## src/flp_map.svh

```systemverilog
// offsets, field positions, reset values and counts of the flash write-protection block
// assumes inclusion by bare name from the design files; definitions only
//
// What this block does
// - status write refused when disable bit set, pin low
// - writes need write-enable latch, else ignored
// - sector protected by level OR per-sector scheme
// - persistent or dynamic bit 0 blocks group
// - persistent bits frozen while lock is 0
// - persistent bits start erased, sectors unprotected
// - persistent mode: lock set at reset
// - lock-clear drives lock 0 until reset
// - password mode: lock cleared at reset
// - 64-bit password exact match sets lock
// - after lock-clear, unlock refused until reset
// - one-time bits select persistent or password mode
// - 286 groups: 32 small sectors plus 254 blocks
// - groups 0-31 small sectors, then per block
// - dynamic write/read uses 00h protect, FFh unprotect
// - persistent bits programmed singly, erased all together
`ifndef FLP_MAP_SVH
`define FLP_MAP_SVH

`define FLP_OFF_CMD      8'h00
`define FLP_OFF_ADDR     8'h04
`define FLP_OFF_DATA     8'h08
`define FLP_OFF_PWD_LO   8'h0C
`define FLP_OFF_PWD_HI   8'h10
`define FLP_OFF_STATUS   8'h14
`define FLP_OFF_PROT     8'h18

`define FLP_GROUPS       286
`define FLP_SMALL_GROUPS 32
`define FLP_BIG_BLOCKS   254
`define FLP_SMALL_END    24'h01FFFF
`define FLP_FIRST_BLOCK  2

`define FLP_BYTE_PROT    8'h00
`define FLP_BYTE_UNPROT  8'hFF
`define FLP_PWD_RST      64'hFFFF_FFFF_FFFF_FFFF
`define FLP_LOCK_RST     1'b1
`define FLP_DYB_RST      1'b1
`define FLP_PPB_RST      1'b1

`define FLP_SR_WEL       1
`define FLP_SR_BP_LSB    2
`define FLP_SR_QE        6
`define FLP_SR_STATUS_WRITE_DISABLE      7
`define FLP_ST_LOCK      8
`define FLP_ST_PWDMODE   9
`define FLP_ST_UNLKDIS   10
`define FLP_ST_REFUSED   11
`define FLP_ST_WP        12
`define FLP_PR_PPB_LSB   8
`define FLP_PR_GRP_PROT  16

`endif

```

## src/flp_pkg.sv

```systemverilog
// types of the flash write-protection block
// assumes nothing beyond a SystemVerilog compiler
package flp_pkg;

    typedef enum logic [3:0] {
        FLP_OP_NOP    = 4'h0,
        FLP_OP_WRITE_ENABLE_COMMAND   = 4'h1,
        FLP_OP_WRDI   = 4'h2,
        FLP_OP_WRSR   = 4'h3,
        FLP_OP_PROG   = 4'h4,
        FLP_OP_ERASE  = 4'h5,
        FLP_OP_PGPPB  = 4'h6,
        FLP_OP_ERPPB  = 4'h7,
        FLP_OP_WRDYB  = 4'h8,
        FLP_OP_CLRLK  = 4'h9,
        FLP_OP_UNLOCK = 4'hA,
        FLP_OP_PGPWD  = 4'hB,
        FLP_OP_PWDSEL = 4'hC
    } flp_op_t;

endpackage

```

## src/flp_group_map.sv

```systemverilog
// address to protection group translation, small sectors at the bottom
// assumes a 24-bit byte address of the main array
`timescale 1ns/1ps
`include "flp_map.svh"

module flp_group_map
    import flp_pkg::*;
(
    input  wire logic [23:0] addr,      // array byte address
    output logic      [8:0]  group      // protection group index
);

    always_comb
    begin
        if (addr <= `FLP_SMALL_END)
        begin
            group = {4'h0, addr[16:12]};
        end
        else
        begin
            group = 9'(`FLP_SMALL_GROUPS) + {1'b0, addr[23:16]}
                    - 9'(`FLP_FIRST_BLOCK);
        end
    end

endmodule // flp_group_map

```

## src/flp_top.sv

```systemverilog
// protection decision logic of a serial flash, reached over APB
// assumes pins wp_n, hw_rst_n and vcc_low are asynchronous to pclk
`timescale 1ns/1ps
`include "flp_map.svh"

module flp_top
    import flp_pkg::*;
#(
    parameter int GROUPS = `FLP_GROUPS,
    parameter int SMALL  = `FLP_SMALL_GROUPS
)
(
    input  wire logic        pclk,          // bus clock
    input  wire logic        presetn,       // power-on reset, low
    input  wire logic        psel,          // apb select
    input  wire logic        penable,       // apb enable
    input  wire logic        pwrite,        // apb direction
    input  wire logic [7:0]  paddr,         // apb byte address
    input  wire logic [31:0] pwdata,        // apb write data
    output logic      [31:0] prdata,        // apb read data
    output logic             pready,        // apb ready
    output logic             pslverr,       // apb error
    input  wire logic        wp_n,          // write-protect pin
    input  wire logic        hw_rst_n,      // hardware reset pin
    input  wire logic        vcc_low,       // supply below inhibit level
    output logic             prog_grant,    // array write allowed pulse
    output logic             prog_reject,   // array write refused pulse
    output logic             lock_out       // persistent-bits lock
);

    generate
        if (GROUPS != SMALL + `FLP_BIG_BLOCKS || GROUPS > 511 || SMALL != 32)
        begin : g_bad
            $error("flp_top: unsupported group layout");
        end
    endgenerate

    // pin synchronisers: bit0 wp_n, bit1 hw_rst_n, bit2 vcc_low
    logic [2:0]  sync1_q;
    logic [2:0]  sync2_q;
    logic        pready_q;
    logic [31:0] prdata_q;
    logic        pslverr_q;
    logic [23:0] addr_q;
    logic [7:0]  data_q;
    logic [63:0] pwd_in_q;
    flp_op_t     op_q;
    logic        go_q;
    logic        wel_q;
    logic [3:0]  bp_q;
    logic        qe_q;
    logic        status_write_disable_q;
    logic [GROUPS-1:0] dyb_q;
    logic [GROUPS-1:0] ppb_q;
    logic        lock_q;
    logic        unlk_dis_q;
    logic        pwd_mode_q;
    logic [63:0] pwd_q;
    logic        refused_q;
    logic        grant_q;
    logic        reject_q;

    logic        wp_high;
    logic        hw_rst;
    logic        inhibit;
    logic        acc;
    logic        done;
    logic        accept;
    logic        ok;
    logic [8:0]  grp;
    logic        grp_prot;
    logic [7:0]  sreg;

    assign prdata      = prdata_q;
    assign pready      = pready_q;
    assign pslverr     = pslverr_q;
    assign prog_grant  = grant_q;
    assign prog_reject = reject_q;
    assign lock_out    = lock_q;

    function automatic logic needs_wel(input flp_op_t op);
        needs_wel = !(op inside {FLP_OP_NOP, FLP_OP_WRITE_ENABLE_COMMAND, FLP_OP_WRDI, FLP_OP_UNLOCK});
    endfunction

    function automatic logic reg_hit(input logic [7:0] a);
        reg_hit = a inside {`FLP_OFF_CMD, `FLP_OFF_ADDR, `FLP_OFF_DATA,
                            `FLP_OFF_PWD_LO, `FLP_OFF_PWD_HI,
                            `FLP_OFF_STATUS, `FLP_OFF_PROT};
    endfunction

    // level scheme: level n covers top 2^(n-1) blocks, 9 and above all
    function automatic logic bp_hit(input logic [3:0] lvl, input logic [8:0] g);
        logic [8:0] blk;
        blk = (g < 9'(SMALL)) ? {4'h0, g[8:4]}
                              : g - 9'(SMALL) + 9'(`FLP_FIRST_BLOCK);
        if (lvl == 4'h0)
        begin
            bp_hit = 1'b0;
        end
        else if (lvl >= 4'h9)
        begin
            bp_hit = 1'b1;
        end
        else
        begin
            bp_hit = blk >= (9'h100 - (9'h001 << (lvl - 4'h1)));
        end
    endfunction

    flp_group_map u_map
    (
        .addr  (addr_q),
        .group (grp)
    );

    always_ff @(posedge pclk or negedge presetn)
    begin
        if (!presetn)
        begin
            sync1_q <= 3'h3;
            sync2_q <= 3'h3;
        end
        else
        begin
            sync1_q <= {vcc_low, hw_rst_n, wp_n};
            sync2_q <= sync1_q;
        end
    end

    assign wp_high = sync2_q[0];
    assign hw_rst  = !sync2_q[1];
    assign inhibit = sync2_q[2] || hw_rst;

    // apb slave: one wait state, effect on the edge that samples pready
    assign acc  = psel && penable;
    assign done = acc && pready_q;

    always_ff @(posedge pclk or negedge presetn)
    begin
        if (!presetn)
        begin
            pready_q <= 1'b0;
        end
        else
        begin
            pready_q <= acc && !pready_q;
        end
    end

    assign sreg = {status_write_disable_q, qe_q, bp_q, wel_q, 1'b0};

    always_ff @(posedge pclk or negedge presetn)
    begin
        if (!presetn)
        begin
            prdata_q  <= 32'h0000_0000;
            pslverr_q <= 1'b0;
        end
        else if (acc && !pready_q)
        begin
            pslverr_q <= !reg_hit(paddr);
            prdata_q  <= 32'h0000_0000;
            if (!pwrite)
            begin
                unique case (paddr)
                    `FLP_OFF_CMD:    prdata_q <= {28'h0000000, op_q};
                    `FLP_OFF_ADDR:   prdata_q <= {8'h00, addr_q};
                    `FLP_OFF_DATA:   prdata_q <= {24'h000000, data_q};
                    `FLP_OFF_STATUS: prdata_q <= {19'h00000, wp_high, refused_q,
                                                  unlk_dis_q, pwd_mode_q, lock_q, sreg};
                    `FLP_OFF_PROT:
                    begin
                        prdata_q[`FLP_PR_GRP_PROT] <= grp_prot;
                        prdata_q[7:0] <= dyb_q[grp] ? `FLP_BYTE_UNPROT
                                                    : `FLP_BYTE_PROT;
                        prdata_q[15:8] <= ppb_q[grp] ? `FLP_BYTE_UNPROT
                                                     : `FLP_BYTE_PROT;
                    end
                    default:         prdata_q <= 32'h0000_0000;
                endcase
            end
        end
        else
        begin
            prdata_q  <= 32'h0000_0000;
            pslverr_q <= 1'b0;
        end
    end

    // operand registers; password readback is never offered
    always_ff @(posedge pclk or negedge presetn)
    begin
        if (!presetn)
        begin
            addr_q   <= 24'h000000;
            data_q   <= 8'h00;
            pwd_in_q <= 64'h0000_0000_0000_0000;
        end
        else if (done && pwrite)
        begin
            if (paddr == `FLP_OFF_ADDR)
            begin
                addr_q <= pwdata[23:0];
            end
            if (paddr == `FLP_OFF_DATA)
            begin
                data_q <= pwdata[7:0];
            end
            if (paddr == `FLP_OFF_PWD_LO)
            begin
                pwd_in_q[31:0] <= pwdata;
            end
            if (paddr == `FLP_OFF_PWD_HI)
            begin
                pwd_in_q[63:32] <= pwdata;
            end
        end
    end

    // command issue: executes the cycle after the write
    always_ff @(posedge pclk or negedge presetn)
    begin
        if (!presetn)
        begin
            op_q <= FLP_OP_NOP;
            go_q <= 1'b0;
        end
        else
        begin
            go_q <= done && pwrite && (paddr == `FLP_OFF_CMD);
            if (done && pwrite && (paddr == `FLP_OFF_CMD))
            begin
                op_q <= flp_op_t'(pwdata[3:0]);
            end
        end
    end

    assign grp_prot = bp_hit(bp_q, grp) || !ppb_q[grp] || !dyb_q[grp];
    assign accept   = go_q && !inhibit && (!needs_wel(op_q) || wel_q);

    always_comb
    begin
        unique case (op_q)
            FLP_OP_WRSR:   ok = !(status_write_disable_q && !wp_high);
            FLP_OP_PROG,
            FLP_OP_ERASE:  ok = !grp_prot;
            FLP_OP_PGPPB,
            FLP_OP_ERPPB:  ok = lock_q;
            FLP_OP_WRDYB:  ok = (data_q == `FLP_BYTE_PROT)
                                || (data_q == `FLP_BYTE_UNPROT);
            FLP_OP_UNLOCK: ok = pwd_mode_q && !unlk_dis_q
                                && (pwd_in_q == pwd_q);
            FLP_OP_PGPWD:  ok = !pwd_mode_q;
            default:       ok = 1'b1;
        endcase
        ok = ok && accept;
    end

    always_ff @(posedge pclk or negedge presetn)
    begin
        if (!presetn)
        begin
            wel_q <= 1'b0;
        end
        else if (hw_rst)
        begin
            wel_q <= 1'b0;
        end
        else if (accept)
        begin
            wel_q <= (op_q == FLP_OP_WRITE_ENABLE_COMMAND) || (!needs_wel(op_q) && wel_q
                     && (op_q != FLP_OP_WRDI));
        end
    end

    always_ff @(posedge pclk or negedge presetn)
    begin
        if (!presetn)
        begin
            bp_q   <= 4'h0;
            qe_q   <= 1'b0;
            status_write_disable_q <= 1'b0;
        end
        else if (ok && (op_q == FLP_OP_WRSR))
        begin
            bp_q   <= data_q[`FLP_SR_BP_LSB +: 4];
            qe_q   <= data_q[`FLP_SR_QE];
            status_write_disable_q <= data_q[`FLP_SR_STATUS_WRITE_DISABLE];
        end
    end

    always_ff @(posedge pclk or negedge presetn)
    begin
        if (!presetn)
        begin
            dyb_q <= {GROUPS{`FLP_DYB_RST}};
        end
        else if (hw_rst)
        begin
            dyb_q <= {GROUPS{`FLP_DYB_RST}};
        end
        else if (ok && (op_q == FLP_OP_WRDYB))
        begin
            dyb_q[grp] <= (data_q == `FLP_BYTE_UNPROT);
        end
    end

    // non-volatile: hardware reset leaves it; power-on or the erase command returns the delivered state
    always_ff @(posedge pclk or negedge presetn)
    begin
        if (!presetn)
        begin
            ppb_q <= {GROUPS{`FLP_PPB_RST}};
        end
        else if (ok && (op_q == FLP_OP_PGPPB))
        begin
            ppb_q[grp] <= 1'b0;
        end
        else if (ok && (op_q == FLP_OP_ERPPB))
        begin
            ppb_q <= {GROUPS{1'b1}};
        end
    end

    always_ff @(posedge pclk or negedge presetn)
    begin
        if (!presetn)
        begin
            pwd_mode_q <= 1'b0;
        end
        else if (ok && (op_q == FLP_OP_PWDSEL))
        begin
            pwd_mode_q <= 1'b1;
        end
    end

    always_ff @(posedge pclk or negedge presetn)
    begin
        if (!presetn)
        begin
            pwd_q <= `FLP_PWD_RST;
        end
        else if (ok && (op_q == FLP_OP_PGPWD))
        begin
            pwd_q <= pwd_q & pwd_in_q;
        end
    end

    always_ff @(posedge pclk or negedge presetn)
    begin
        if (!presetn)
        begin
            lock_q <= `FLP_LOCK_RST;
        end
        else if (hw_rst)
        begin
            lock_q <= !pwd_mode_q;
        end
        else if (ok && (op_q == FLP_OP_CLRLK))
        begin
            lock_q <= 1'b0;
        end
        else if (ok && (op_q == FLP_OP_UNLOCK))
        begin
            lock_q <= 1'b1;
        end
    end

    always_ff @(posedge pclk or negedge presetn)
    begin
        if (!presetn)
        begin
            unlk_dis_q <= 1'b0;
        end
        else if (hw_rst)
        begin
            unlk_dis_q <= 1'b0;
        end
        else if (ok && (op_q == FLP_OP_CLRLK))
        begin
            unlk_dis_q <= 1'b1;
        end
    end

    always_ff @(posedge pclk or negedge presetn)
    begin
        if (!presetn)
        begin
            refused_q <= 1'b0;
        end
        else if (go_q)
        begin
            refused_q <= !ok;
        end
    end

    // array program/erase verdict; refused ones never reach the array
    always_ff @(posedge pclk or negedge presetn)
    begin
        if (!presetn)
        begin
            grant_q  <= 1'b0;
            reject_q <= 1'b0;
        end
        else
        begin
            grant_q  <= go_q && (op_q inside {FLP_OP_PROG, FLP_OP_ERASE}) && ok;
            reject_q <= go_q && (op_q inside {FLP_OP_PROG, FLP_OP_ERASE}) && !ok;
        end
    end

endmodule // flp_top

```

## config.mk

```make
export PLATFORM = sky130hd
export DESIGN_NAME = flp_top
export DESIGN_NICKNAME = d
export VERILOG_FILES = /design/src/flp_pkg.sv /design/src/flp_group_map.sv /design/src/flp_top.sv
export VERILOG_INCLUDE_DIRS = /design/src
export SDC_FILE = /design/constraint.sdc
export NUM_CORES = 2
export LEC_CHECK = 0
export BUFFER_PORTS_ARGS = -buffer_cell sky130_fd_sc_hd__buf_4
export CAP_MARGIN = 10
export CORE_ASPECT_RATIO = 0.7
export CORE_MARGIN = 2
export CORE_UTILIZATION = 55
export DETAILED_ROUTE_END_ITERATION = 8
export GPL_ROUTABILITY_DRIVEN = 0
export HOLD_SLACK_MARGIN = 0.02
export PLACE_DENSITY = 0.76
export SYNTH_ARGS = -nofsm -noshare
export SYNTH_HDL_FRONTEND = slang
export SYNTH_SLANG_ARGS = --single-unit
```

## constraint.sdc

```tcl
create_clock -name pclk -period 7.25 [get_ports pclk]
set_input_delay 0.725 -clock pclk [delete_from_list [all_inputs] [get_ports pclk]]
set_output_delay 0.725 -clock pclk [all_outputs]
set_load 0.005 [all_outputs]
```

=== Word-level counts from Yosys, hierarchy flattened ===
Index checks and enable logic that the tools add are counted.

* Bits in registers: 790
* Input port bits: 48
* Logic and storage cells: 152

* $add $sub $neg: 6
* $lt $le $gt $ge: 6
* Eq/ne operators: 25
* Shifts and indexed selects: 1
* Multiplexer cells: 30
* Bitwise operators: 3
* Reduce and logical (&&, ||, !) cells: 57

{| class="wikitable"
|+ Operators with widths
! cell !! count
|-
| two-way mux 286 bit || 4
|-
| bitwise AND 286 bit || 1
|-
| bitwise mux 286 bit || 1
|-
| NOT 286 bit || 1
|-
| one-hot mux 17 bit (5 select lines) || 1
|-
| bitwise AND 64 bit || 1
|-
| == test 64 bit || 1
|-
| two-way mux 32 bit || 2
|-
| logical AND 1 bit || 25
|-
| == test 8 x 5 -> 1 bit (second input constant) || 3
|-
| <= comparator 24 x 17 -> 1 bit (second input constant) || 1
|-
| == test 4 bit (second input constant) || 5
|-
| binary-select mux 1 bit (select 9 bit) || 2
|-
| two-way mux 9 bit || 2
|-
| == test 4 x 3 -> 1 bit (second input constant) || 4
|-
| == test 8 x 4 -> 1 bit (second input constant) || 2
|-
| zero test 8 bit || 2
|-
| two-way mux 8 bit || 2
|-
| two-way mux 1 bit || 13
|-
| zero test 1 bit || 12
|-
| less-than comparator 9 x 10 -> 1 bit (second input constant) || 1
|-
| adder 6 x 8 -> 9 bit (first input constant) || 1
|-
| adder 9 x 2 -> 9 bit (second input constant) || 1
|-
| demux 1 bit (select 9 bit) || 1
|-
| other kinds (25) || 39
|}

=== Logic depth before layout (Yosys ltp) ===
* Depth after elaboration: 18
* Depth in mapped cells: 23
* Mapped depth without buffers: 21

=== Cells and area by module ===
From an unflattened synthesis, not the netlist that was laid out.

* Cell total of the unflattened synthesis: 3705
* Area total of the unflattened synthesis: 40532.6 um^2

{| class="wikitable"
|+ Modules (own cells, without submodules)
! module !! times used !! cells each !! area an instance (um^2) !! seq. area each (um^2)
|-
| flp_top || 1 || 3681 || 40338.7 || 20370.8
|-
| flp_group_map || 1 || 24 || 193.9 || 0.0
|}

=== Worst setup path before layout ===
Ideal clock, no wire load.

* Path kind: register to register
* From: register addr_q[17]
* To: register pwd_mode_q
* Library setup time: 66 ps
* Arrival: 5149 ps
* Setup slack: 2035 ps
* Cell stages (with the launch flop): 24
* Clock period less this slack: 5215 ps
* Cell sequence: dfrtp_1 -> clkbuf_1 -> inv_2 -> clkbuf_1 -> ha_1 -> nor3b_1 -> nor2_1 -> xnor2_1 -> nand3_1 -> nor2_1 -> nor2_1 -> nor2_1 -> ha_1 -> nand2b_1 -> a21o_1 -> a21o_1 -> a21oi_1 -> o21ai_0 -> o41a_1 -> maj3_1 -> nor3_1 -> nand3_1 -> o21ai_2 -> a41o_1

* Cells in the longest elaborated chain, start to end: 15
* Elaborated cells between the ends (all ways): 23
* Those cells by class: add/sub (4); order compare (3); mux (9); reduce/logical (7)

{| class="wikitable"
|+ RTL lines
! item !! line !! text
|-
| start: declaration || flp_top.sv:44 || <nowiki>logic [23:0] addr_q;</nowiki>
|-
| start signal: assignment || flp_top.sv:203 || <nowiki>addr_q <= pwdata[23:0];</nowiki>
|-
| adder 6 x 8 -> 9 bit || flp_group_map.sv:21 || <nowiki>group = 9'(`FLP_SMALL_GROUPS) + {1'b0, addr[23:16]}</nowiki>
|-
| subtractor 9 x 2 -> 9 bit || flp_group_map.sv:21 ||
|-
| two-way mux 9 bit (*) || flp_group_map.sv:15 || <nowiki>if (addr <= `FLP_SMALL_END)</nowiki>
|-
| subtractor 9 x 6 -> 9 bit || flp_top.sv:95 || <nowiki>: g - 9'(SMALL) + 9'(`FLP_FIRST_BLOCK);</nowiki>
|-
| adder 9 x 2 -> 9 bit || flp_top.sv:95 ||
|-
| two-way mux 9 bit || flp_top.sv:94 || <nowiki>blk = (g < 9'(SMALL)) ? {4'h0, g[8:4]}</nowiki>
|-
| greater-or-equal comparator 9 bit || flp_top.sv:106 || <nowiki>bp_hit = blk >= (9'h100 - (9'h001 << (lvl - 4'h1)));</nowiki>
|-
| two-way mux 1 bit || flp_top.sv:100 || <nowiki>else if (lvl >= 4'h9)</nowiki>
|-
| two-way mux 1 bit || flp_top.sv:96 || <nowiki>if (lvl == 4'h0)</nowiki>
|-
| logical OR 1 bit || flp_top.sv:238 || <nowiki>assign grp_prot = bp_hit(bp_q, grp) || !ppb_q[grp] || !dyb_q[grp];</nowiki>
|-
| logical OR 1 bit (*) || flp_top.sv:238 ||
|-
| zero test 1 bit (*) || flp_top.sv:246 || <nowiki>FLP_OP_ERASE: ok = !grp_prot;</nowiki>
|-
| one-hot mux 1 bit (6 select lines) (*) || flp_top.sv:243 || <nowiki>unique case (op_q)</nowiki>
|-
| logical AND 1 bit (*) || flp_top.sv:256 || <nowiki>ok = ok && accept;</nowiki>
|-
| logical AND 1 bit (*) || flp_top.sv:331 || <nowiki>else if (ok && (op_q == FLP_OP_PWDSEL))</nowiki>
|-
| end signal: assignment || flp_top.sv:329 || <nowiki>pwd_mode_q <= 1'b0;</nowiki>
|-
| end signal: assignment || flp_top.sv:333 || <nowiki>pwd_mode_q <= 1'b1;</nowiki>
|-
| end: declaration || flp_top.sv:57 || <nowiki>logic pwd_mode_q;</nowiki>
|}

Every way passes the cells marked *; elsewhere a longest branch is shown, timed or not. The select of a mux whose other input is x is not followed.
A chain may end at the register's enable or synchronous reset.

=== Worst setup path in the final report ===
* From: register addr_q[20]
* To: register prdata_q[12] (netlist: prdata[12])

* Cells in the longest elaborated chain, start to end: 9
* Elaborated cells between the ends (all ways): 10
* Those cells by class: add/sub (2); order compare (1); mux (7)

{| class="wikitable"
|+ RTL lines
! item !! line !! text
|-
| adder 6 x 8 -> 9 bit || flp_group_map.sv:21 ||
|-
| subtractor 9 x 2 -> 9 bit || flp_group_map.sv:21 ||
|-
| two-way mux 9 bit (*) || flp_group_map.sv:15 ||
|-
| binary-select mux 1 bit (select 9 bit) (*) || flp_top.sv:176 || <nowiki>prdata_q[15:8] <= ppb_q[grp] ? `FLP_BYTE_UNPROT</nowiki>
|-
| two-way mux 1 bit (not written as such) (*) || flp_top.sv:176 ||
|-
| two-way mux 8 bit (no source line) (*) || -- ||
|-
| one-hot mux 17 bit (5 select lines) (*) || flp_top.sv:165 || <nowiki>unique case (paddr)</nowiki>
|-
| two-way mux 32 bit (*) || flp_top.sv:163 || <nowiki>if (!pwrite)</nowiki>
|-
| two-way mux 32 bit (*) || flp_top.sv:159 || <nowiki>else if (acc && !pready_q)</nowiki>
|-
| end signal: assignment || flp_top.sv:166 || <nowiki>`FLP_OFF_CMD: prdata_q <= {28'h0000000, op_q};</nowiki>
|-
| end signal: assignment || flp_top.sv:167 || <nowiki>`FLP_OFF_ADDR: prdata_q <= {8'h00, addr_q};</nowiki>
|-
| end signal: assignment || flp_top.sv:168 || <nowiki>`FLP_OFF_DATA: prdata_q <= {24'h000000, data_q};</nowiki>
|-
| end: declaration || flp_top.sv:42 || <nowiki>logic [31:0] prdata_q;</nowiki>
|}

Marks and branches as above.

==> flow_summary.yaml <==
status:
  run_status: "finished, final reports clean"
setup_path:
  cp_num_buf_inv: 1
  cp-end-kind: "flip-flop"
  r2r_setup_slack_ns: 1.23
  reg2reg_from: "addr_q[20]$_DFFE_PN0P_"
  critPathKind: "reg2reg"
  path_max_fanout: 42
  ff2ff_path_depth: 11
  worstSetupStartpointType: "flip-flop"
  required_ns: 7.82
  path_cells: "or4_1 -> o211ai_4 -> buf_4 -> and2_2 -> o22ai_1 -> o21ai_0 -> a41oi_1 -> o41ai_1 -> o32a_1 -> nand3_1 -> a21oi_1"
  path_depth: 11
  cp_top_family: "compound AO/OA/AOI/OAI gates"
  arrival_ns: 6.59
  cpPeakStageDelay_ns: 0.94
  worstSetupStartpoint: "addr_q[20]$_DFFE_PN0P_"
  cp_slowest_cell: "and2_2"
  worstReg2RegEnd: "prdata[12]$_DFF_PN0_"
  cp-endpoint: "prdata[12]$_DFF_PN0_"
clock_tree:
  clk_latency_ns: 0.66
  post-cts-setup-buffers: 0
  clockBufferDepth: 3
  cts-root-buf: "clkbuf_16"
  cts_htree_levels: 3
  cts_tree: "yes"
  postCtsHoldBufs: 0
  cts_resized: 0
  cts.clk_slew.worst_paths_ns: 0.07
  cts_num_sinks: 782
  cts_buffers: 76
min_path:
  hold_path.class: "in2reg"
die:
  row_count: 81
  die_h_um: 227.1
  dieArea_um2: 73320
  boundaryPins: 85
  start_util_pct: 55.78
  core_region_area_um2: 70130
  die_w_um: 322.8
place:
  post-place-ws_ns: 1.502
  dpl_cell_area_um2: 40220
  port_buffers: 76
  hpwl_um: 71360
drt:
  drt_wl_total_um: 120000
  avgRoutedWirePerCell_um: 25.93
  dr.pass1.iters: 8
  drc: 0
  route.vias.total: 32010
  antenna_left: 0
  viasPerCell: 6.917
  drt_iter0_markers: 4894
synth:
  synth_top_cell_by_area: "dfstp_2"
  ys_seq_elements: 782
  synth-async-reset-ratio_pct: 100.0
  synth_common_cells: "641 x dfstp_2, 622 x o21ai_0, 469 x nand2_1"
  synthTopCellsByArea: "dfstp_2 43%, dfrtp_1 9.0%, o21ai_0 8.0%"
  syn-cell-area_um2: 39120
  synth_most_common_cell: "dfstp_2"
  synth_cell_types: 82
  synth_warnings: 0
  syn_inst: 3724
  synth-edff-count: 0
  syn_area_per_cell_um2: 10.51
  synth_top_area_share_pct: 43.05
  synth.yosys.seq_area_share_pct: 52.07
  synth_flop_cell: "dfstp_2"
sta:
  period_needed_ns: 6.017
  tightest_slew_ns: 1.276
  worst_clock_skew_ns: 0.03469
  tns_ns: 0
  setup_viol: 0
  rsz0062_at_grt: "no"
  finalCritPeriodShare_pct: 82.99
  max_freq_mhz: 166.2
  drv_slew: 0
  hold_viol_final: 0
  holdWs_ns: 0.1829
  slew_headroom_pct: 14.67
  setup_slack_ns: 1.233
cells_and_area:
  stdcell_area_um2: 42860
  layout-drive-gt1-share_pct: 32.26
  multi_input_area_um2: 17300
  nets: 3733
  syn2layout_area_growth_pct: 9.562
  nFillCells: 5594
  layout.area.seq_um2: 20390
global_routing:
  antenna_found_initial: 3
  grt_overflow: 0
  grt_usage_pct: 32.56
  grt_max_degree: 179
  grt_pass1_wl_um: 184800
  grt_pass1_vias: 30290
power:
  pwr_density_cell_nw_per_um2: 207.1
  p_leak_uw: 0.01770
  max-vdd-ir-drop_v: 0.0001597
job:
  drv_cap: 0
==> worst min path at each step <==
stage / start / to / cells after the start
finish: hw_rst_n / sync1_q[1]$_DFF_PN1_ / 1
global route: hw_rst_n / sync1_q[1]$_DFF_PN1_ / 1
CTS: hw_rst_n / sync1_q[1]$_DFF_PN1_ / 1
detailed placement: sync1_q[2]$_DFF_PN0_ / sync2_q[2]$_DFF_PN0_ / 0
global placement: sync1_q[0]$_DFF_PN1_ / sync2_q[0]$_DFF_PN1_ / 0
floorplan: sync1_q[2]$_DFF_PN0_ / sync2_q[2]$_DFF_PN0_ / 0
==> sequential cells by signal, summed over array words and instances (netlist names), 3 cells and up <==
register	cells
dyb_q	286
bp_q	4
data_q	8
addr_q	24
ppb_q	286
prdata	24
op_q	4
sync1_q	3
pwd_in_q	64
sync2_q	3
pwd_q	64
==> worst reg2reg max path, cell delays in order (launching register included) <==
cell	delay, ns
dfrtp_1	0.52
or4_1	0.93
o211ai_4	0.52
buf_4	0.36
and2_2	0.94
o22ai_1	0.18
o21ai_0	0.23
a41oi_1	0.16
o41ai_1	0.90
o32a_1	0.52
nand3_1	0.40
a21oi_1	0.27
==> power breakdown <==
part | internal (uW) | switching, uW
logic | 59.1 | 206
clock network | 2410 | 1810
registers | 4390 | 7.02
==> layout make-up <==
class                   instances  area share [%]
inverters                      16          0.1401
diodes                          3         0.01751
clock inverters                34           1.071
multi-input cells            2573           40.36
well taps                     954           2.785
clock buffers                 105           5.067
repair buffers                160           2.995
flip-flops and latches        782           47.56
==> cell families (layout without fill, tap and decap cells) <==
group           count (synthesis)  after routing  share of synthesized area, %
compound gates               1380           1380                         22.67
xor+xnor                       10             10                        0.2239
fa+ha+maj                      77             77                         2.456
buf+inv                       376            315                         4.078
flops                         782            782                         52.07
mux                           367            367                         10.25
other cells                     1             11                      0.009585
simple gates                  731            731                         8.235
==> per-stage QoR <==
stage | power [uW] | std cells | utilization, %
after global routing | 9105 | 4624 | 61.11
after detailed placement | 4721 | 4485 | 57.36
after CTS | 8904 | 4624 | 61.11
after global placement | 4718 | 4485 | 57.36
after floorplan | 4554 | 3731 | -
final | 8878 | 4627 | 61.12
==> cells in the final DEF, fill, tap and decap left out, types with 20 or more instances in the layout <==
master and instances:
a21oi_1 98, dfrtp_1 138, buf_4 153, nand4_1 20, a31oi_1 20, dfstp_2 640, nor2_1 60, mux2_2 217
nor4_1 22, o21ai_0 622, o31ai_1 24, nand2_1 468, ha_1 76, nand3_1 51, o221ai_1 73, clkbuf_16 77
o311ai_0 160, o211ai_1 135, and3_1 28, a22oi_1 82, mux2i_1 143, o22ai_1 52
==> layer usage <==
metal	vias up	share of wire, %	global-route usage, %
met5	-	0.073	0.7843
met4	5	3.3	10.91
met3	318	12	9.207
met2	1882	42	45.33
met1	16030	43	48.51
li1	13770	-	-
(Power assumes the default switching activity.)
